===== src/ncd_defines.vh =====
`ifndef NCD_DEFINES_VH
`define NCD_DEFINES_VH
// Register byte offsets on the Avalon-MM slave.
`define NCD_ADDR_W            4
`define NCD_OFF_DIVIDE        4'h0
`define NCD_OFF_OPCTRL        4'h4
`define NCD_OFF_OPSTAT        4'h8
// Divide setting register fields.
`define NCD_LOADED_BIT        7
`define NCD_PRESCALE_BIT      6
`define NCD_DIV_MSB           5
`define NCD_DIVIDE_RST        8'h00
// Prescaler ratio minus one, for the divide-by-eight stage.
`define NCD_PRESCALE_LAST     3'h7
// Timing pulse window in nanoseconds, for software setting checks.
`define NCD_PULSE_MIN_NS      5000
`define NCD_PULSE_MAX_NS      6700
`define NCD_CLK_PERIOD_NS     8
// Pulse window expressed in bus cycles, rounded up for the least and down for the longest.
`define NCD_PULSE_MIN_CYC     ((`NCD_PULSE_MIN_NS + `NCD_CLK_PERIOD_NS - 1) / `NCD_CLK_PERIOD_NS)
`define NCD_PULSE_MAX_CYC     (`NCD_PULSE_MAX_NS / `NCD_CLK_PERIOD_NS)
// Unmapped reads return this value.
`define NCD_UNMAPPED_DATA     32'h00000000
`endif


===== src/ncd_nvm_clock_divider.v =====
`timescale 1ns/1ps
`include "ncd_defines.vh"

// Operation
// - Loaded flag is read-only, write data never touch it.
// - Low seven bits writable, first write only.
// - Reset clears flag; first write sets it.
// - Flag low blocks program and erase operations.
// - Prescale bit selects bus clock or clock/8.
// - Divide selected input by divisor plus one.
// - Each timing pulse lasts one memory clock period per count of the operation length; a length of zero runs one period.
// - Sequencer times operations in whole memory periods.
// - Divide setting is an eight-bit register.
module ncd_nvm_clock_divider (
  input  wire                     sys_clk_i,
  input  wire                     srst_i,
  input  wire [`NCD_ADDR_W-1:0]   avs_address_i,
  input  wire                     avs_read_i,
  input  wire                     avs_write_i,
  input  wire [31:0]              avs_writedata_i,
  input  wire [3:0]               avs_byteenable_i,
  output reg  [31:0]              avs_readdata_o,
  output reg                      avs_waitrequest_o,
  input  wire                     op_req_i,
  input  wire [15:0]              op_len_i,
  output reg                      nvm_tick_o,
  output reg                      op_grant_o,
  output reg                      op_pulse_o,
  output reg                      op_busy_o,
  output reg                      op_done_o,
  output reg                      op_blocked_o
);

  // Register map, one byte per word in the low lane:
  //   divide setting : bit 7 loaded flag (read only), bit 6 prescale, bits 5..0 divisor.
  //   operation ctrl : bit 0 written as one starts a timed operation.
  //   operation stat : bit 2 last request refused, bit 1 busy, bit 0 loaded.
  // The memory clock window cannot be met at a 125 MHz bus clock: the slowest setting,
  // prescale with divisor 63, gives a 4.096 us period. The divider still follows the
  // rule exactly, so the same logic serves slower bus clocks unchanged.

  // Sequencer states, one-hot. The align state waits for a period boundary so that the
  // pulse never starts in the middle of a memory clock period.
  localparam [2:0] ST_IDLE  = 3'h1;
  localparam [2:0] ST_ALIGN = 3'h2;
  localparam [2:0] ST_RUN   = 3'h4;

  // Stored setting, divider counters and sequencer state.
  reg  [7:0]  divide_setting_r;
  reg  [2:0]  pre_cnt_r;
  reg  [5:0]  div_cnt_r;
  reg  [2:0]  state_r;
  reg  [15:0] pulses_left_r;
  reg         start_sw_r;
  reg  [31:0] rdata_nxt;

  // Fields of the setting, and the per-cycle strobes derived from it. The tick is
  // gated by the loaded flag so nothing downstream moves before software has set up.
  wire        prescale_by_eight  = divide_setting_r[`NCD_PRESCALE_BIT];
  wire [5:0]  divisor_field_bits = divide_setting_r[`NCD_DIV_MSB:0];
  wire        divisor_loaded     = divide_setting_r[`NCD_LOADED_BIT];
  wire        bus_hit            = (avs_read_i | avs_write_i) & avs_waitrequest_o;
  wire        wr_hit             = avs_write_i & avs_waitrequest_o;
  wire        pre_tick           = ~prescale_by_eight | (pre_cnt_r == `NCD_PRESCALE_LAST);
  wire        div_wrap           = pre_tick & (div_cnt_r == divisor_field_bits);
  wire        tick               = div_wrap & divisor_loaded;

  // Returns 1 when the access targets the given byte offset.
  function is_addr;
    input [`NCD_ADDR_W-1:0] a;
    input [`NCD_ADDR_W-1:0] off;
    begin
      is_addr = (a == off);
    end
  endfunction

  // An operation length of zero is run as a single period so a request always completes.
  function [15:0] op_count;
    input [15:0] len;
    begin
      op_count = (len == 16'h0000) ? 16'h0001 : len;
    end
  endfunction

  // Write strobes per location; only byte lane zero carries register data, so a write
  // without it is dropped rather than loading a stale byte.
  wire        wr_divide          = wr_hit & avs_byteenable_i[0] &
                                   is_addr(avs_address_i, `NCD_OFF_DIVIDE);
  wire        wr_opctrl          = wr_hit & avs_byteenable_i[0] &
                                   is_addr(avs_address_i, `NCD_OFF_OPCTRL);

  // One wait cycle per access keeps every answer registered and the timing simple.
  // The master must release at the answer edge; a request still standing one edge
  // later is taken as a new access.
  always @(posedge sys_clk_i) begin
    if (srst_i) begin
      avs_waitrequest_o <= 1'b1;
    end else begin
      avs_waitrequest_o <= ~bus_hit;
    end
  end

  // The setting takes only the first write after reset; the flag is never written from data.
  always @(posedge sys_clk_i) begin
    if (srst_i) begin
      divide_setting_r <= `NCD_DIVIDE_RST;
    end else if (wr_divide && !divisor_loaded) begin
      divide_setting_r <= {1'b1, avs_writedata_i[6:0]};
    end
  end

  // Software start request for a timed operation, cleared once taken.
  // A start written while an operation runs is held and begins once the sequencer idles.
  always @(posedge sys_clk_i) begin
    if (srst_i) begin
      start_sw_r <= 1'b0;
    end else if (wr_opctrl && avs_writedata_i[0]) begin
      start_sw_r <= 1'b1;
    end else if (state_r == ST_IDLE) begin
      start_sw_r <= 1'b0;
    end
  end

  // Read mux; unused bits read zero.
  always @* begin
    rdata_nxt = `NCD_UNMAPPED_DATA;
    if (is_addr(avs_address_i, `NCD_OFF_DIVIDE)) begin
      rdata_nxt = {24'h000000, divide_setting_r};
    end else if (is_addr(avs_address_i, `NCD_OFF_OPSTAT)) begin
      rdata_nxt = {29'h0, op_blocked_o, op_busy_o, divisor_loaded};
    end
  end

  // Read data are captured on the taking edge and stand at the answer edge.
  always @(posedge sys_clk_i) begin
    if (srst_i) begin
      avs_readdata_o <= 32'h00000000;
    end else if (avs_read_i && avs_waitrequest_o) begin
      avs_readdata_o <= rdata_nxt;
    end
  end

  // Counters on the bus clock produce an enable instead of a derived clock net.
  // Both hold at zero until the setting is loaded, so the first tick comes one full
  // period after the write.
  always @(posedge sys_clk_i) begin
    if (srst_i || !divisor_loaded) begin
      pre_cnt_r <= 3'h0;
      div_cnt_r <= 6'h00;
    end else begin
      pre_cnt_r <= prescale_by_eight ? pre_cnt_r + 3'h1 : 3'h0;
      if (pre_tick) begin
        div_cnt_r <= div_wrap ? 6'h00 : div_cnt_r + 6'h01;
      end
    end
  end

  // Operation sequencer counts whole memory clock periods; a request while not loaded is refused.
  // A request first waits for a divider tick, so the pulse spans only whole periods;
  // starting in mid-period would shorten the first one.
  always @(posedge sys_clk_i) begin
    if (srst_i) begin
      state_r       <= ST_IDLE;
      pulses_left_r <= 16'h0000;
      nvm_tick_o    <= 1'b0;
      op_grant_o    <= 1'b0;
      op_pulse_o    <= 1'b0;
      op_busy_o     <= 1'b0;
      op_done_o     <= 1'b0;
      op_blocked_o  <= 1'b0;
    end else begin
      nvm_tick_o <= tick;
      op_grant_o <= divisor_loaded;
      op_done_o  <= 1'b0;
      case (state_r)
        ST_IDLE: begin
          op_pulse_o <= 1'b0;
          op_busy_o  <= 1'b0;
          if (op_req_i || start_sw_r) begin
            if (!divisor_loaded) begin
              op_blocked_o <= 1'b1;
            end else begin
              op_blocked_o  <= 1'b0;
              pulses_left_r <= op_count(op_len_i);
              state_r       <= ST_ALIGN;
              op_busy_o     <= 1'b1;
            end
          end
        end
        ST_ALIGN: begin
          // The pulse opens on a period boundary and holds one full period per count.
          if (tick) begin
            state_r    <= ST_RUN;
            op_pulse_o <= 1'b1;
          end
        end
        ST_RUN: begin
          if (tick) begin
            if (pulses_left_r == 16'h0001) begin
              state_r    <= ST_IDLE;
              op_pulse_o <= 1'b0;
              op_busy_o  <= 1'b0;
              op_done_o  <= 1'b1;
            end
            pulses_left_r <= pulses_left_r - 16'h0001;
          end
        end
        default: begin
          state_r    <= ST_IDLE;
          op_pulse_o <= 1'b0;
          op_busy_o  <= 1'b0;
        end
      endcase
    end
  end

endmodule // ncd_nvm_clock_divider


===== config.mk =====
export PLATFORM = sky130hd
export DESIGN_NAME = ncd_nvm_clock_divider
export DESIGN_NICKNAME = d
export VERILOG_FILES = /design/src/ncd_nvm_clock_divider.v
export VERILOG_INCLUDE_DIRS = /design/src
export SDC_FILE = /design/constraint.sdc
export NUM_CORES = 1
export LEC_CHECK = 0
export BUFFER_PORTS_ARGS = -buffer_cell sky130_fd_sc_hd__buf_2
export CAP_MARGIN = 40
export CORE_MARGIN = 2
export CORE_UTILIZATION = 49
export CTS_CLUSTER_SIZE = 30
export DETAILED_ROUTE_END_ITERATION = 8
export PLACE_DENSITY = 0.79
export SYNTH_ARGS = -nofsm -noshare
export SYNTH_HDL_FRONTEND = slang
export SYNTH_SLANG_ARGS = --single-unit

===== constraint.sdc =====
create_clock -name sys_clk_i -period 3.5 [get_ports sys_clk_i]
set_input_delay 0.175 -clock sys_clk_i [delete_from_list [all_inputs] [get_ports sys_clk_i]]
set_output_delay 0.175 -clock sys_clk_i [all_outputs]
set_load 0.005 [all_outputs]

==> results of run 1 <==
[worst min path at each step]
| stage | from | endpoint | slack (ns) | cells past startpoint |
|---|---|---|---|---|
| floorplan | avs_read_i | avs_waitrequest_o | 0.29 | 1 |
| global placement | avs_read_i | avs_waitrequest_o | 0.40 | 2 |
| detailed placement | avs_read_i | avs_waitrequest_o | 0.40 | 2 |
| CTS | avs_read_i | avs_waitrequest_o | 0.06 | 2 |
| global route | avs_read_i | avs_waitrequest_o | 0.07 | 2 |
| finish | avs_read_i | avs_waitrequest_o | 0.06 | 2 |
[layout make-up]
class | instances | area, µm² | share of cell area, %
Multi-Input combinational cell | 258 | 1520 | 50.3
Sequential cell | 52 | 1040 | 34.4
Timing Repair Buffer | 49 | 258 | 8.53
Tap cell | 72 | 90.1 | 2.98
Clock buffer | 5 | 68.8 | 2.28
Clock inverter | 3 | 25.0 | 0.828
Inverter | 5 | 18.8 | 0.621
[layer usage]
metal  part of all wire [%]  wire (µm)  up-vias
li1                       -          -     1212
met1                     46       2640     1091
met2                     45       2570       93
met3                    7.2        409        8
met4                    1.6         92        0
met5                      0          0        -
[kinds of logic (layout without fill, tap and decap cells)]
logic type      after synthesis  in the layout
compound gates               73             73
xor+xnor                      9              9
fa+ha+maj                     5              5
buf+inv                      46             62
flops                        52             52
mux                          10             10
other cells                   1             24
simple gates                137            137
[power by group]
| group | leakage [nW] | internal [W] | switching [W] |
|---|---|---|---|
| combinational | 0.779 | 0.0000273 | 0.0000444 |
| clock | 0.0452 | 0.000146 | 0.000215 |
| sequential | 0.419 | 0.000595 | 0.00000347 |
| total | 1.24 | 0.000768 | 0.000263 |
[synthesized netlist by cell type, drive strengths merged, types with 2 or more instances]
cell type  number  share of area, %
inv             5              0.68
a22oi           7               1.9
a21o            2              0.55
o221a           2              0.82
a41oi           2              0.64
and3            5               1.1
nor3           16               3.9
or2             5               1.1
nand2b          2              0.45
nand2          20               2.7
mux2i          10               3.6
xnor2           5               1.6
o32ai           4               1.3
or3             7               1.8
a21oi          33               6.1
o211ai          3              0.82
and2            3              0.77
o31ai           2              0.55
buf            28               7.5
o21ai          11               2.0
ha              5               2.3
xor2            4               1.3
nor2           52               7.1
dfxtp          52                38
nand3           4              0.73
or4             2              0.55
nand3b          2              0.55
nor4           10               2.7
a31oi           3               1.2
nand4           3              0.91
clkbuf         13               1.8
nor3b           3              0.82
[per-stage QoR]
stage	hold WS [ns]	cell area, µm²
floorplan	0.291	2840
global placement	0.401	2910
detailed placement	0.401	2930
CTS	0.0587	3020
global route	0.0700	3020
finish	0.0637	3020
[state kept, by name, summed over array words and instances (netlist names)]
name and cells:
pulses_left_r 16, avs_readdata_o 8, divide_setting_r 8, div_cnt_r 6, pre_cnt_r 3, state_r 3, avs_waitrequest_o 1, nvm_tick_o 1
op_blocked_o 1, op_busy_o 1, op_done_o 1, op_grant_o 1, op_pulse_o 1, start_sw_r 1
[worst max-delay path, delay by kind of cell, from the launching register on]
kind	cells	cell delay [ns]
fa+ha+maj	2	0.29
simple gates	4	1.13
buf+inv	1	0.22
compound gates	2	0.22
flops	1	0.34
==> summary.md, run 1 <==
| Metric | Value |
|---|---|
| Worst rel slew slack | between 50% and 60% |
| Peak supply drop | 170 µV |
| Final net count | 437 |
| Iter 0 DRT Violations | roughly 170 |
| Port Buf Inserts | 47 |
| Ant diodes | 0 |
| Setup TNS | 0 ns |
| Avg Cell Area, Syn | 8.26 µm² |
| Reg2Reg Depth | 9 |
| GPL Wtd Cong | just under 0.9 |
| Most frequent cells in the layout | nor2_1, dfxtp_1, buf_2, a21oi_1, conb_1 |
| Max Cap Viol | 0 |
| Die width | roughly 79 µm |
| Synth Area in Adders | 2.27% |
| CTS Buf Count | 5 |
| RR Endpoint | pulses_left_r[11] |
| Crit-path cells | ha_1, ha_1, nand2b_1, nand4_2, nor4_1, o21bai_1, buf_4, or3_1, a21oi_1 |
| Compound-gate portion of the synthesized area | approximately 17% |
| Status | finished, final reports clean |
| Worst setup endpoint | pulses_left_r[11] |
| DR WL/cell | ~13 µm |
| Post-synth EDFFs | 0 |
| Routed vias | between 2000 and 2500 |
| H-Tree Depth | 2 |
| Register area share after synthesis | between 30% and 40% |
| Worst Setup SP | pre_cnt_r[0] |
| Synth Flop Type | dfxtp_1 |
| CP endpoint kind | flip-flop |
| Residual DRC | 0 |
| Power, Total | slightly above 0.001 W |
| Number of synthesized register bits | between 50 and 60 |
| Clock Skew | roughly 0.0081 ns |
| GR Overflow Total | 0 |
| First-pass GRT wire length | about 9.4 mm |
| M1 GR Usage | 26.0% |
| Met2 usage | between 30% and 40% |
| P per Cell Area | around 340 mW/mm² |
| Reg clk slew, reported paths | around 0.10 ns |
| Post-placement cell count | 436 |
| Met3 usage | under 10% |
| All-Layer GR Usage | 19.0% |
| Vias in the first global route | roughly 2000 |
| Min-Delay Path Class | primary input to flip-flop |
| Final setup viols | 0 |
| Slowest CP cell | or3_1 |
| Post-Syn Instances | roughly 330 |
| Cell variety after synth | 52 |
| Die area | slightly above 0.006 mm² |
| Slew at the pin with the worst max-slew slack | roughly 0.69 ns |
| Area grow syn2layout | 9.92% |
| DR pass1 iterations | 4 |
| Cell Area, Synth | roughly 0.0028 mm² |
| Clock root buffer master | clkbuf_8 |
| Initial core utilization | between 50% and 60% |
| Ys Warns | 0 |
| Non-filler cells, final | 444 |
| R2r setup slk | approximately 1.2 ns |
| Setup bufs post-CTS | 0 |
| Largest family of logic cells by synthesized area | simple AND/OR/NAND/NOR gates |
| Resize count post-CTS | 0 |
| DP Worst Slack | 1.25 ns |
| Final core occ | between 50% and 60% |
| FF-to-FF Start | pre_cnt_r[0] |
| Cts hold-fix bufs | 0 |
| Final Hold Viols | 0 |
| Via/cell ratio | about 5.4 |
| F_max | 0.438 GHz |
| Detail Route Antenna Nets | 0 |
| Worst EP required | about 3.7 ns |
| Nature of the critical path startpoint | flip-flop |
| Period minus WS final | about 2.3 ns |
| Asr flop ratio synth | 0% |
| CTS tree | done |
| Min setup slack post-route | approximately 1.2 ns |
| Fillcell total | 519 |
| Chip height | 78.9 µm |
| Synth Area in Simple Gates | 26.2% |
| Core area | 0.00547 mm² |
| # rows | 27 |
| Final wirelength | approximately 5.7 mm |
| CTS Buffer Depth | 2 |
| Antenna violations before repair | 0 |
| Leakage | 1.24 nW |
| Top cell by count, worst path | ha_1 |
| Crit Path Category | flip-flop to flip-flop |
| Unrepaired setup endpoints after global routing | no |
| I/O pins | 100 |
| CTS Sinks | 52 |
| Mux cell area share after synthesis | under 10% |
| Crit path DAT | around 2.5 ns |
| Fin. max-slew vios | 0 |
| Largest net degree at the start of global routing | 38 |
| Tcrit/Tclk final | about two thirds |
| Xor/xnor cell area share of the yosys netlist | ~2.9% |
| Worst skew pair latency | between 0.3 and 0.4 ns |
| Most Used Layer, Global Route | met2 |
| Post-DP HPWL | about 4.1 mm |
| Max stage delay on crit path | between 0.3 and 0.4 ns |
| CP max FO | 31 |
| Layout cell share with drive strength beyond 1 | approximately a fifth |
(Power assumes the default switching activity.)
==> run 2, diff against run 1 <==
ABC_AREA = 1   (was not set)
PLACE_DENSITY = 0.77   (was 0.79)
clock period = 2.2 ns   (was 3.5 ns; I/O delays follow)
==> run 2 against run 1 <==
Global-route usage rose by 1.2 points; power rose by 92%; first-iteration DRC count rose by 14%; largest cell class unchanged.
==> summary.md, run 2 <==
| Metric | Value |
|---|---|
| Number of synthesized register bits | 52 (unchanged) |
| Met3 usage | 3.07% (was 4.20%) |
| Final wirelength | 6.79 mm (was 5.71 mm) |
| Largest net degree at the start of global routing | 27 (was 38) |
| Count leader, synth | nand2_1 |
| Residual DRC | 0 (unchanged) |
| Setup bufs post-CTS | 0 (unchanged) |
| Clock root buffer master | clkbuf_8 (unchanged) |
| Core area | 0.00603 mm² (was 0.00547 mm²) |
| Largest regs | pulses_left_r: 16 flops, avs_readdata_o: 8 flops, divide_setting_r: 8 flops (unchanged) |
| Fin. max-slew vios | 0 (unchanged) |
| Synth Area in Adders | 2.02% (was 2.27%) |
| Via/cell ratio | 4.98 (was 5.41) |
| CP endpoint kind | flip-flop (unchanged) |
| CP max FO | 19 (was 31) |
| Proportion of netlist area held by the largest area contributor | 33.6% (was 37.9%) |
| Status | finished, final reports clean (unchanged) |
| P per Cell Area | 580 mW/mm² (was 341 mW/mm²) |
| CTS tree | done (unchanged) |
| Post-Syn Instances | 468 (was 333) |
| Clock power share | 40.1% (was 35.0%) |
| Largest register FFs | 16 (unchanged) |
| Unrepaired setup endpoints after global routing | no (unchanged) |
| Die width | 83.5 µm (was 78.9 µm) |
| Mux cell area share after synthesis | 0% (was 3.64%) |
| Tcrit/Tclk final | 89.3% (was 65.3%) |
| DR WL/cell | 11.6 µm (was 12.9 µm) |
| Avg Cell Area, Syn | 6.61 µm² (was 8.26 µm²) |
| Resize count post-CTS | 0 (unchanged) |
| Largest family of logic cells by synthesized area | simple AND/OR/NAND/NOR gates (unchanged) |
| Comb pwr share | 10.9% (was 7.0%) |
| Period minus WS final | 1.96 ns (was 2.28 ns) |
| Max Cap Viol | 0 (unchanged) |
| Compound-gate portion of the synthesized area | 12.9% (was 17.1%) |
| Max stage delay on crit path | 0.35 ns (was 0.39 ns) |
| Ant diodes | 0 (unchanged) |
| Sw power | 0.000482 W (was 0.000263 W) |
| Synth Flop Type | dfxtp_1 (unchanged) |
| Cell variety after synth | 38 (was 52) |
| Crit-path cells | ha_1, ha_1, inv_2, nand2_4, nand3_1, nor2_2, nand4_4, nand2_4, nand2_4, o21ai_0, nor2_1 (was ha_1, ha_1, nand2b_1, nand4_2, nor4_1, o21bai_1, buf_4, or3_1, a21oi_1) |
| Final net count | 577 (was 437) |
| GPL Wtd Cong | 0.976 (was 0.867) |
| Cell Area, Synth | 0.00309 mm² (was 0.00275 mm²) |
| Worst Hold Slack | 0.00827 ns (was 0.0637 ns) |
| # rows | 28 (was 27) |
| Ys Warns | 0 (unchanged) |
| CTS Buf Count | 5 (unchanged) |
| Worst skew pair latency | 0.31 ns (about the same) |
| Initial core utilization | 51.3% (was 50.3%) |
| F_max | 0.509 GHz (was 0.438 GHz) |
| First-pass GRT wire length | 11.9 mm (was 9.44 mm) |
| Area grow syn2layout | 10.1% (was 9.92%) |
| Reg clk slew, reported paths | 0.11 ns (was 0.10 ns) |
| Crit path DAT | 2.18 ns (was 2.53 ns) |
| Chip height | 83.5 µm (was 78.9 µm) |
| Switching fraction of total power | 24.4% (was 25.5%) |
| All-Layer GR Usage | 20.2% (was 19.0%) |
| Critical path buffers and inverters | 1 (unchanged) |
| Port Buf Inserts | 47 (unchanged) |
| Setup TNS | 0 ns (unchanged) |
| Synth Area in Simple Gates | 34.1% (was 26.2%) |
| Detail Route Antenna Nets | 0 (unchanged) |
| Antenna violations before repair | 0 (unchanged) |
| Commonest non-fill, non-tap cell in the layout | nand2_1 |
| Synth area leaders | dfxtp_1, nand2_1, nor2_1 (was dfxtp_1, nor2_1, buf_4) |
| Sequential share of power | 49.0% (was 58.0%) |
| Xor/xnor cell area share of the yosys netlist | 1.42% (was 2.87%) |
| Largest Register | pulses_left_r (unchanged) |
| Synth cell count leaders | nand2_1, nor2_1, inv_1, dfxtp_1, nand3_1 (was dfxtp_1, nor2_1, a21oi_1, buf_4, nand2_1) |
| GR Overflow Total | 0 (unchanged) |
| H-Tree Depth | 2 (unchanged) |
| Layout cell share with drive strength beyond 1 | 17.0% (was 18.8%) |
| Met2 usage | 34.2% (was 30.0%) |
| M1 GR Usage | 26.1% (was 26.0%) |
| Final Hold Viols | 0 (unchanged) |
| Cell type with the largest total area after synthesis | dfxtp_1 (unchanged) |
| Slew at the pin with the worst max-slew slack | 0.835 ns (was 0.689 ns) |
| Post-synth EDFFs | 0 (unchanged) |
| Power, Total | 0.00198 W (was 0.00103 W) |
| Register area share after synthesis | 33.6% (was 37.9%) |
| Internal power | 0.00149 W (was 0.000768 W) |
| Crit Path Category | flip-flop to flip-flop (unchanged) |
| Peak supply drop | 345 µV (was 170 µV) |
| Vias in the first global route | 2742 (was 2039) |
| Most frequent cells in the layout | nand2_1, nor2_1, inv_1, dfxtp_1, buf_2 (was nor2_1, dfxtp_1, buf_2, a21oi_1, conb_1) |
| Die area | 0.00697 mm² (was 0.00623 mm²) |
| Worst rel slew slack | 44.3% (was 54.1%) |
| Worst EP required | 2.42 ns (was 3.74 ns) |
| Iter 0 DRT Violations | 190 (was 166) |
| CTS Sinks | 52 (unchanged) |
| Top cell by count, worst path | nand2_4 (was ha_1) |
| Nature of the critical path startpoint | flip-flop (unchanged) |
| Clock Skew | 0.0142 ns (was 0.00813 ns) |
| Routed vias | 2921 (was 2404) |
| Post-DP HPWL | 5.11 mm (was 4.15 mm) |
| Slowest CP cell | dfxtp_1 (was or3_1) |
| Most Used Layer, Global Route | met2 (unchanged) |
| Final setup viols | 0 (unchanged) |
| DR pass1 iterations | 5 (was 4) |
| CTS Buffer Depth | 2 (unchanged) |
| Cts hold-fix bufs | 0 (unchanged) |
| Leakage | 1.68 nW (was 1.24 nW) |
| Asr flop ratio synth | 0% (unchanged) |
| Crit path max-delay family | simple AND/OR/NAND/NOR gates (unchanged) |
| Min-Delay Path Class | primary input to flip-flop (unchanged) |
| I/O pins | 100 (unchanged) |
==> run 2: changes by cell type after synthesis, moves of 10 or more <==
cell and change:
nand3_1 +28, nor2_1 +12, nand2_1 +89, o21ai_0 +19
mux2i_1 -10, inv_1 +52
==> run 2: cell type report <==
type	instances	area, µm²
fillers	587	2620
multi-input cells	341	1650
flip-flops and latches	52	1040
repair buffers	49	250
inverters	62	233
well taps	75	93.8
clock buffers	5	68.8
clock inverters	3	68.8
==> run 2: worst paths after layout <==
check	from	to	slack, ns	cells after the start
setup / recovery	pre_cnt_r[0]	pulses_left_r[1]	0.24	11
hold / removal	avs_read_i	avs_waitrequest_o	0.008	2
setup reg to reg	pre_cnt_r[0]	pulses_left_r[1]	0.24	11
hold reg to reg	pre_cnt_r[0]	pre_cnt_r[0]	0.44	1
==> run 2: per-layer routing <==
layer	wire length, µm	up-vias
li1	-	1518
met1	3190	1290
met2	3100	105
met3	389	8
met4	104	0
met5	0	-
==> run 2: power by group through the flow <==
stage	combinational (W)	clock, W	sequential, W
detailed placement	0.000211	0	0.000990
floorplan	0.000171	0	0.000990
finish	0.000215	0.000792	0.000969
global placement	0.000207	0	0.000990
CTS	0.000212	0.000809	0.000969
global route	0.000245	0.000837	0.000972
==> run 2: per-stage QoR <==
| stage | worst slack, ns | utilization (%) | cells | instance area, µm² |
|---|---|---|---|---|
| floorplan | 0.538 | - | 491 | 3180 |
| global placement | 0.276 | 54.3 | 579 | 3270 |
| detailed placement | 0.235 | 54.3 | 579 | 3270 |
| CTS | 0.231 | 56.5 | 587 | 3410 |
| global route | 0.00461 | 56.5 | 587 | 3410 |
| finish | 0.236 | 56.5 | 587 | 3410 |
==> run 2: cell families (layout without fill, tap and decap cells) <==
| group | Yosys count | count (layout) |
|---|---|---|
| other | 1 | 24 |
| xor gates and xnor gates | 5 | 5 |
| and+or+nand+nor | 237 | 237 |
| AOI/OAI and AO/OA | 70 | 70 |
| adders and majority gates | 5 | 5 |
| buffers and inverters | 98 | 119 |
| DFF | 52 | 52 |
==> run 3, diff against run 2 <==
CORE_MARGIN = 5   (was 2)
HOLD_SLACK_MARGIN = 0.15   (was not set)
==> run 3 against run 2 <==
Clock skew is 0.0049 ns lower; sequential cell count is the same; combinational power increased by 7%; die area is 15% higher; via count increased by 2.9%; cell count up 2.0%; sequential share of layout area is 0.45 points lower.
==> summary.md, run 3 (synthesized netlist as in run 2, its figures left out) <==
| Metric | Value |
|---|---|
| Status | finished, final reports clean (unchanged) |
| Area grow syn2layout | 11.8% (was 10.1%) |
| Largest Register | pulses_left_r (unchanged) |
| Met3 usage | 5.16% (was 3.07%) |
| All-Layer GR Usage | 19.2% (was 20.2%) |
| Crit Path Category | flip-flop to flip-flop (unchanged) |
| Iter 0 DRT Violations | 156 (was 190) |
| Largest net degree at the start of global routing | 27 (unchanged) |
| CTS Sinks | 52 (unchanged) |
| Antenna violations before repair | 0 (unchanged) |
| Chip height | 89.5 µm (was 83.5 µm) |
| Vias in the first global route | 2831 (was 2742) |
| Port Buf Inserts | 47 (unchanged) |
| Worst rel slew slack | 47.0% (was 44.3%) |
| Clock Skew | 0.00931 ns (was 0.0142 ns) |
| Tcrit/Tclk final | 89.9% (was 89.3%) |
| Final Hold Viols | 0 (unchanged) |
| Post-DP HPWL | 5.52 mm (was 5.11 mm) |
| Fin. max-slew vios | 0 (unchanged) |
| Most frequent cells in the layout | nand2_1, nor2_1, inv_1, dfxtp_1, buf_2 (unchanged) |
| First-pass GRT wire length | 12.2 mm (was 11.9 mm) |
| M1 GR Usage | 22.8% (was 26.1%) |
| DR pass1 iterations | 5 (unchanged) |
| Critical path buffers and inverters | 1 (unchanged) |
| Reg clk slew, reported paths | 0.10 ns (was 0.11 ns) |
| # rows | 29 (was 28) |
| Period minus WS final | 1.98 ns (was 1.96 ns) |
| Crit path DAT | 2.17 ns (was 2.18 ns) |
| Nature of the critical path startpoint | flip-flop (unchanged) |
| Unrepaired setup endpoints after global routing | no (unchanged) |
| Die area | 0.00800 mm² (was 0.00697 mm²) |
| Max Cap Viol | 0 (unchanged) |
| Worst EP required | 2.40 ns (was 2.42 ns) |
| Worst skew pair latency | 0.30 ns (was 0.31 ns) |
| H-Tree Depth | 2 (unchanged) |
| Crit-path cells | ha_1, ha_1, inv_2, nand2_4, nand3_1, nor2_2, nand4_4, nand2_4, nand2_4, o21ai_0, nor2_1 (unchanged) |
| P per Cell Area | 505 mW/mm² (was 580 mW/mm²) |
| Final setup viols | 0 (unchanged) |
| CTS tree | done (unchanged) |
| Power, Total | 0.00175 W (was 0.00198 W) |
| I/O pins | 100 (unchanged) |
| Placed cell area | 0.00327 mm² (about the same) |
| Ant diodes | 0 (unchanged) |
| Via/cell ratio | 5.02 (was 4.98) |
| Setup bufs post-CTS | 0 (unchanged) |
| Largest register FFs | 16 (unchanged) |
| Detail Route Antenna Nets | 0 (unchanged) |
| CP endpoint kind | flip-flop (unchanged) |
| Most Used Layer, Global Route | met2 (unchanged) |
| Commonest non-fill, non-tap cell in the layout | nand2_1 (unchanged) |
| Routed vias | 3005 (was 2921) |
| GR Overflow Total | 0 (unchanged) |
| Clock root buffer master | clkbuf_8 (unchanged) |
| Slowest CP cell | dfxtp_1 (unchanged) |
| Max stage delay on crit path | 0.35 ns (about the same) |
| Peak supply drop | 497 µV (was 345 µV) |
| Layout cell share with drive strength beyond 1 | 16.5% (was 17.0%) |
| CTS Buffer Depth | 2 (unchanged) |
| DP Worst Slack | 0.224 ns (was 0.235 ns) |
| Min setup slack post-route | 0.222 ns (was 0.236 ns) |
| GPL Wtd Cong | 0.912 (was 0.976) |
| Leakage | 1.69 nW (was 1.68 nW) |
| Die width | 89.5 µm (was 83.5 µm) |
| CTS Buf Count | 5 (unchanged) |
| Top cell by count, worst path | nand2_4 (unchanged) |
| Slew at the pin with the worst max-slew slack | 0.795 ns (was 0.835 ns) |
| Largest regs | pulses_left_r: 16 flops, avs_readdata_o: 8 flops, divide_setting_r: 8 flops (unchanged) |
| Initial core utilization | 49.6% (was 51.3%) |
| Min-Delay Path Class | primary input to flip-flop (unchanged) |
| Residual DRC | 0 (unchanged) |
| Setup TNS | 0 ns (unchanged) |
| Final net count | 587 (was 577) |
| Final wirelength | 7.30 mm (was 6.79 mm) |
| Met2 usage | 34.0% (was 34.2%) |
| F_max | 0.506 GHz (was 0.509 GHz) |
| DR WL/cell | 12.2 µm (was 11.6 µm) |
| Core area | 0.00624 mm² (was 0.00603 mm²) |
| CP max FO | 19 (unchanged) |
| Crit path max-delay family | simple AND/OR/NAND/NOR gates (unchanged) |
| Final instance area | 0.00346 mm² (was 0.00341 mm²) |
| Fillcell total | 646 (was 587) |
==> run 3: changes by cell type in the layout (fill, tap and decap cells not counted), sizes merged <==
cell	previous run	this run
bufinv	2	0
clkbuf	5	6
clkinv	0	1
dlygate4sd3	0	10
==> run 3: metal layers <==
metal	share of wire [%]	routed length (µm)	up-vias
met1	41	2970	1344
met4	1.9	138	0
li1	-	-	1536
met2	50	3620	110
met3	7.9	577	15
met5	0	0	-
==> run 3: area by class of cell <==
| type | count | area, µm² | area share, % |
|---|---|---|---|
| clock inverters | 2 | 13.8 | 0.398 |
| flip-flops and latches | 52 | 1040 | 30.1 |
| repair buffers | 59 | 350 | 10.1 |
| multi-input cells | 341 | 1650 | 47.8 |
| inverters | 62 | 233 | 6.73 |
| well taps | 77 | 96.3 | 2.79 |
| clock buffers | 6 | 72.6 | 2.10 |
==> run 3: worst paths after layout <==
kind              cells after the start           endpoint          from  slack [ns]
hold / removal                        5  pulses_left_r[14]  op_len_i[14]        0.17
setup / recovery                     11   pulses_left_r[1]  pre_cnt_r[0]        0.22
setup reg to reg                     11   pulses_left_r[1]  pre_cnt_r[0]        0.22
hold reg to reg                       1       pre_cnt_r[0]  pre_cnt_r[0]        0.44
==> run 3: tightest hold or removal path: stages <==
cell and delay (ns):
buf_2 0.11, nand2_1 0.06, nand2_1 0.05, nand3_1 0.05
a21oi_1 0.05
==> run 3: what timing repair did <==
item | CTS | global route
hold buffers | 10 | 0
hold endpoints to repair | 9 | 0
gates resized for setup | 0 | 0
setup endpoints to repair | 0 | 0
==> run 3: per-stage QoR <==
stage / hold slack, ns / cells / utilization, %
CTS: 0.170 / 599 / 55.4
floorplan: 0.226 / 491 / -
global route: 0.180 / 599 / 55.4
finish: 0.171 / 599 / 55.4
global placement: 0.328 / 581 / 52.4
detailed placement: 0.347 / 581 / 52.4
==> run 3: power breakdown <==
part | switching, W | internal [W]
clock network | 0.000321 | 0.000228
registers | 0.0000118 | 0.000957
logic | 0.000140 | 0.0000890
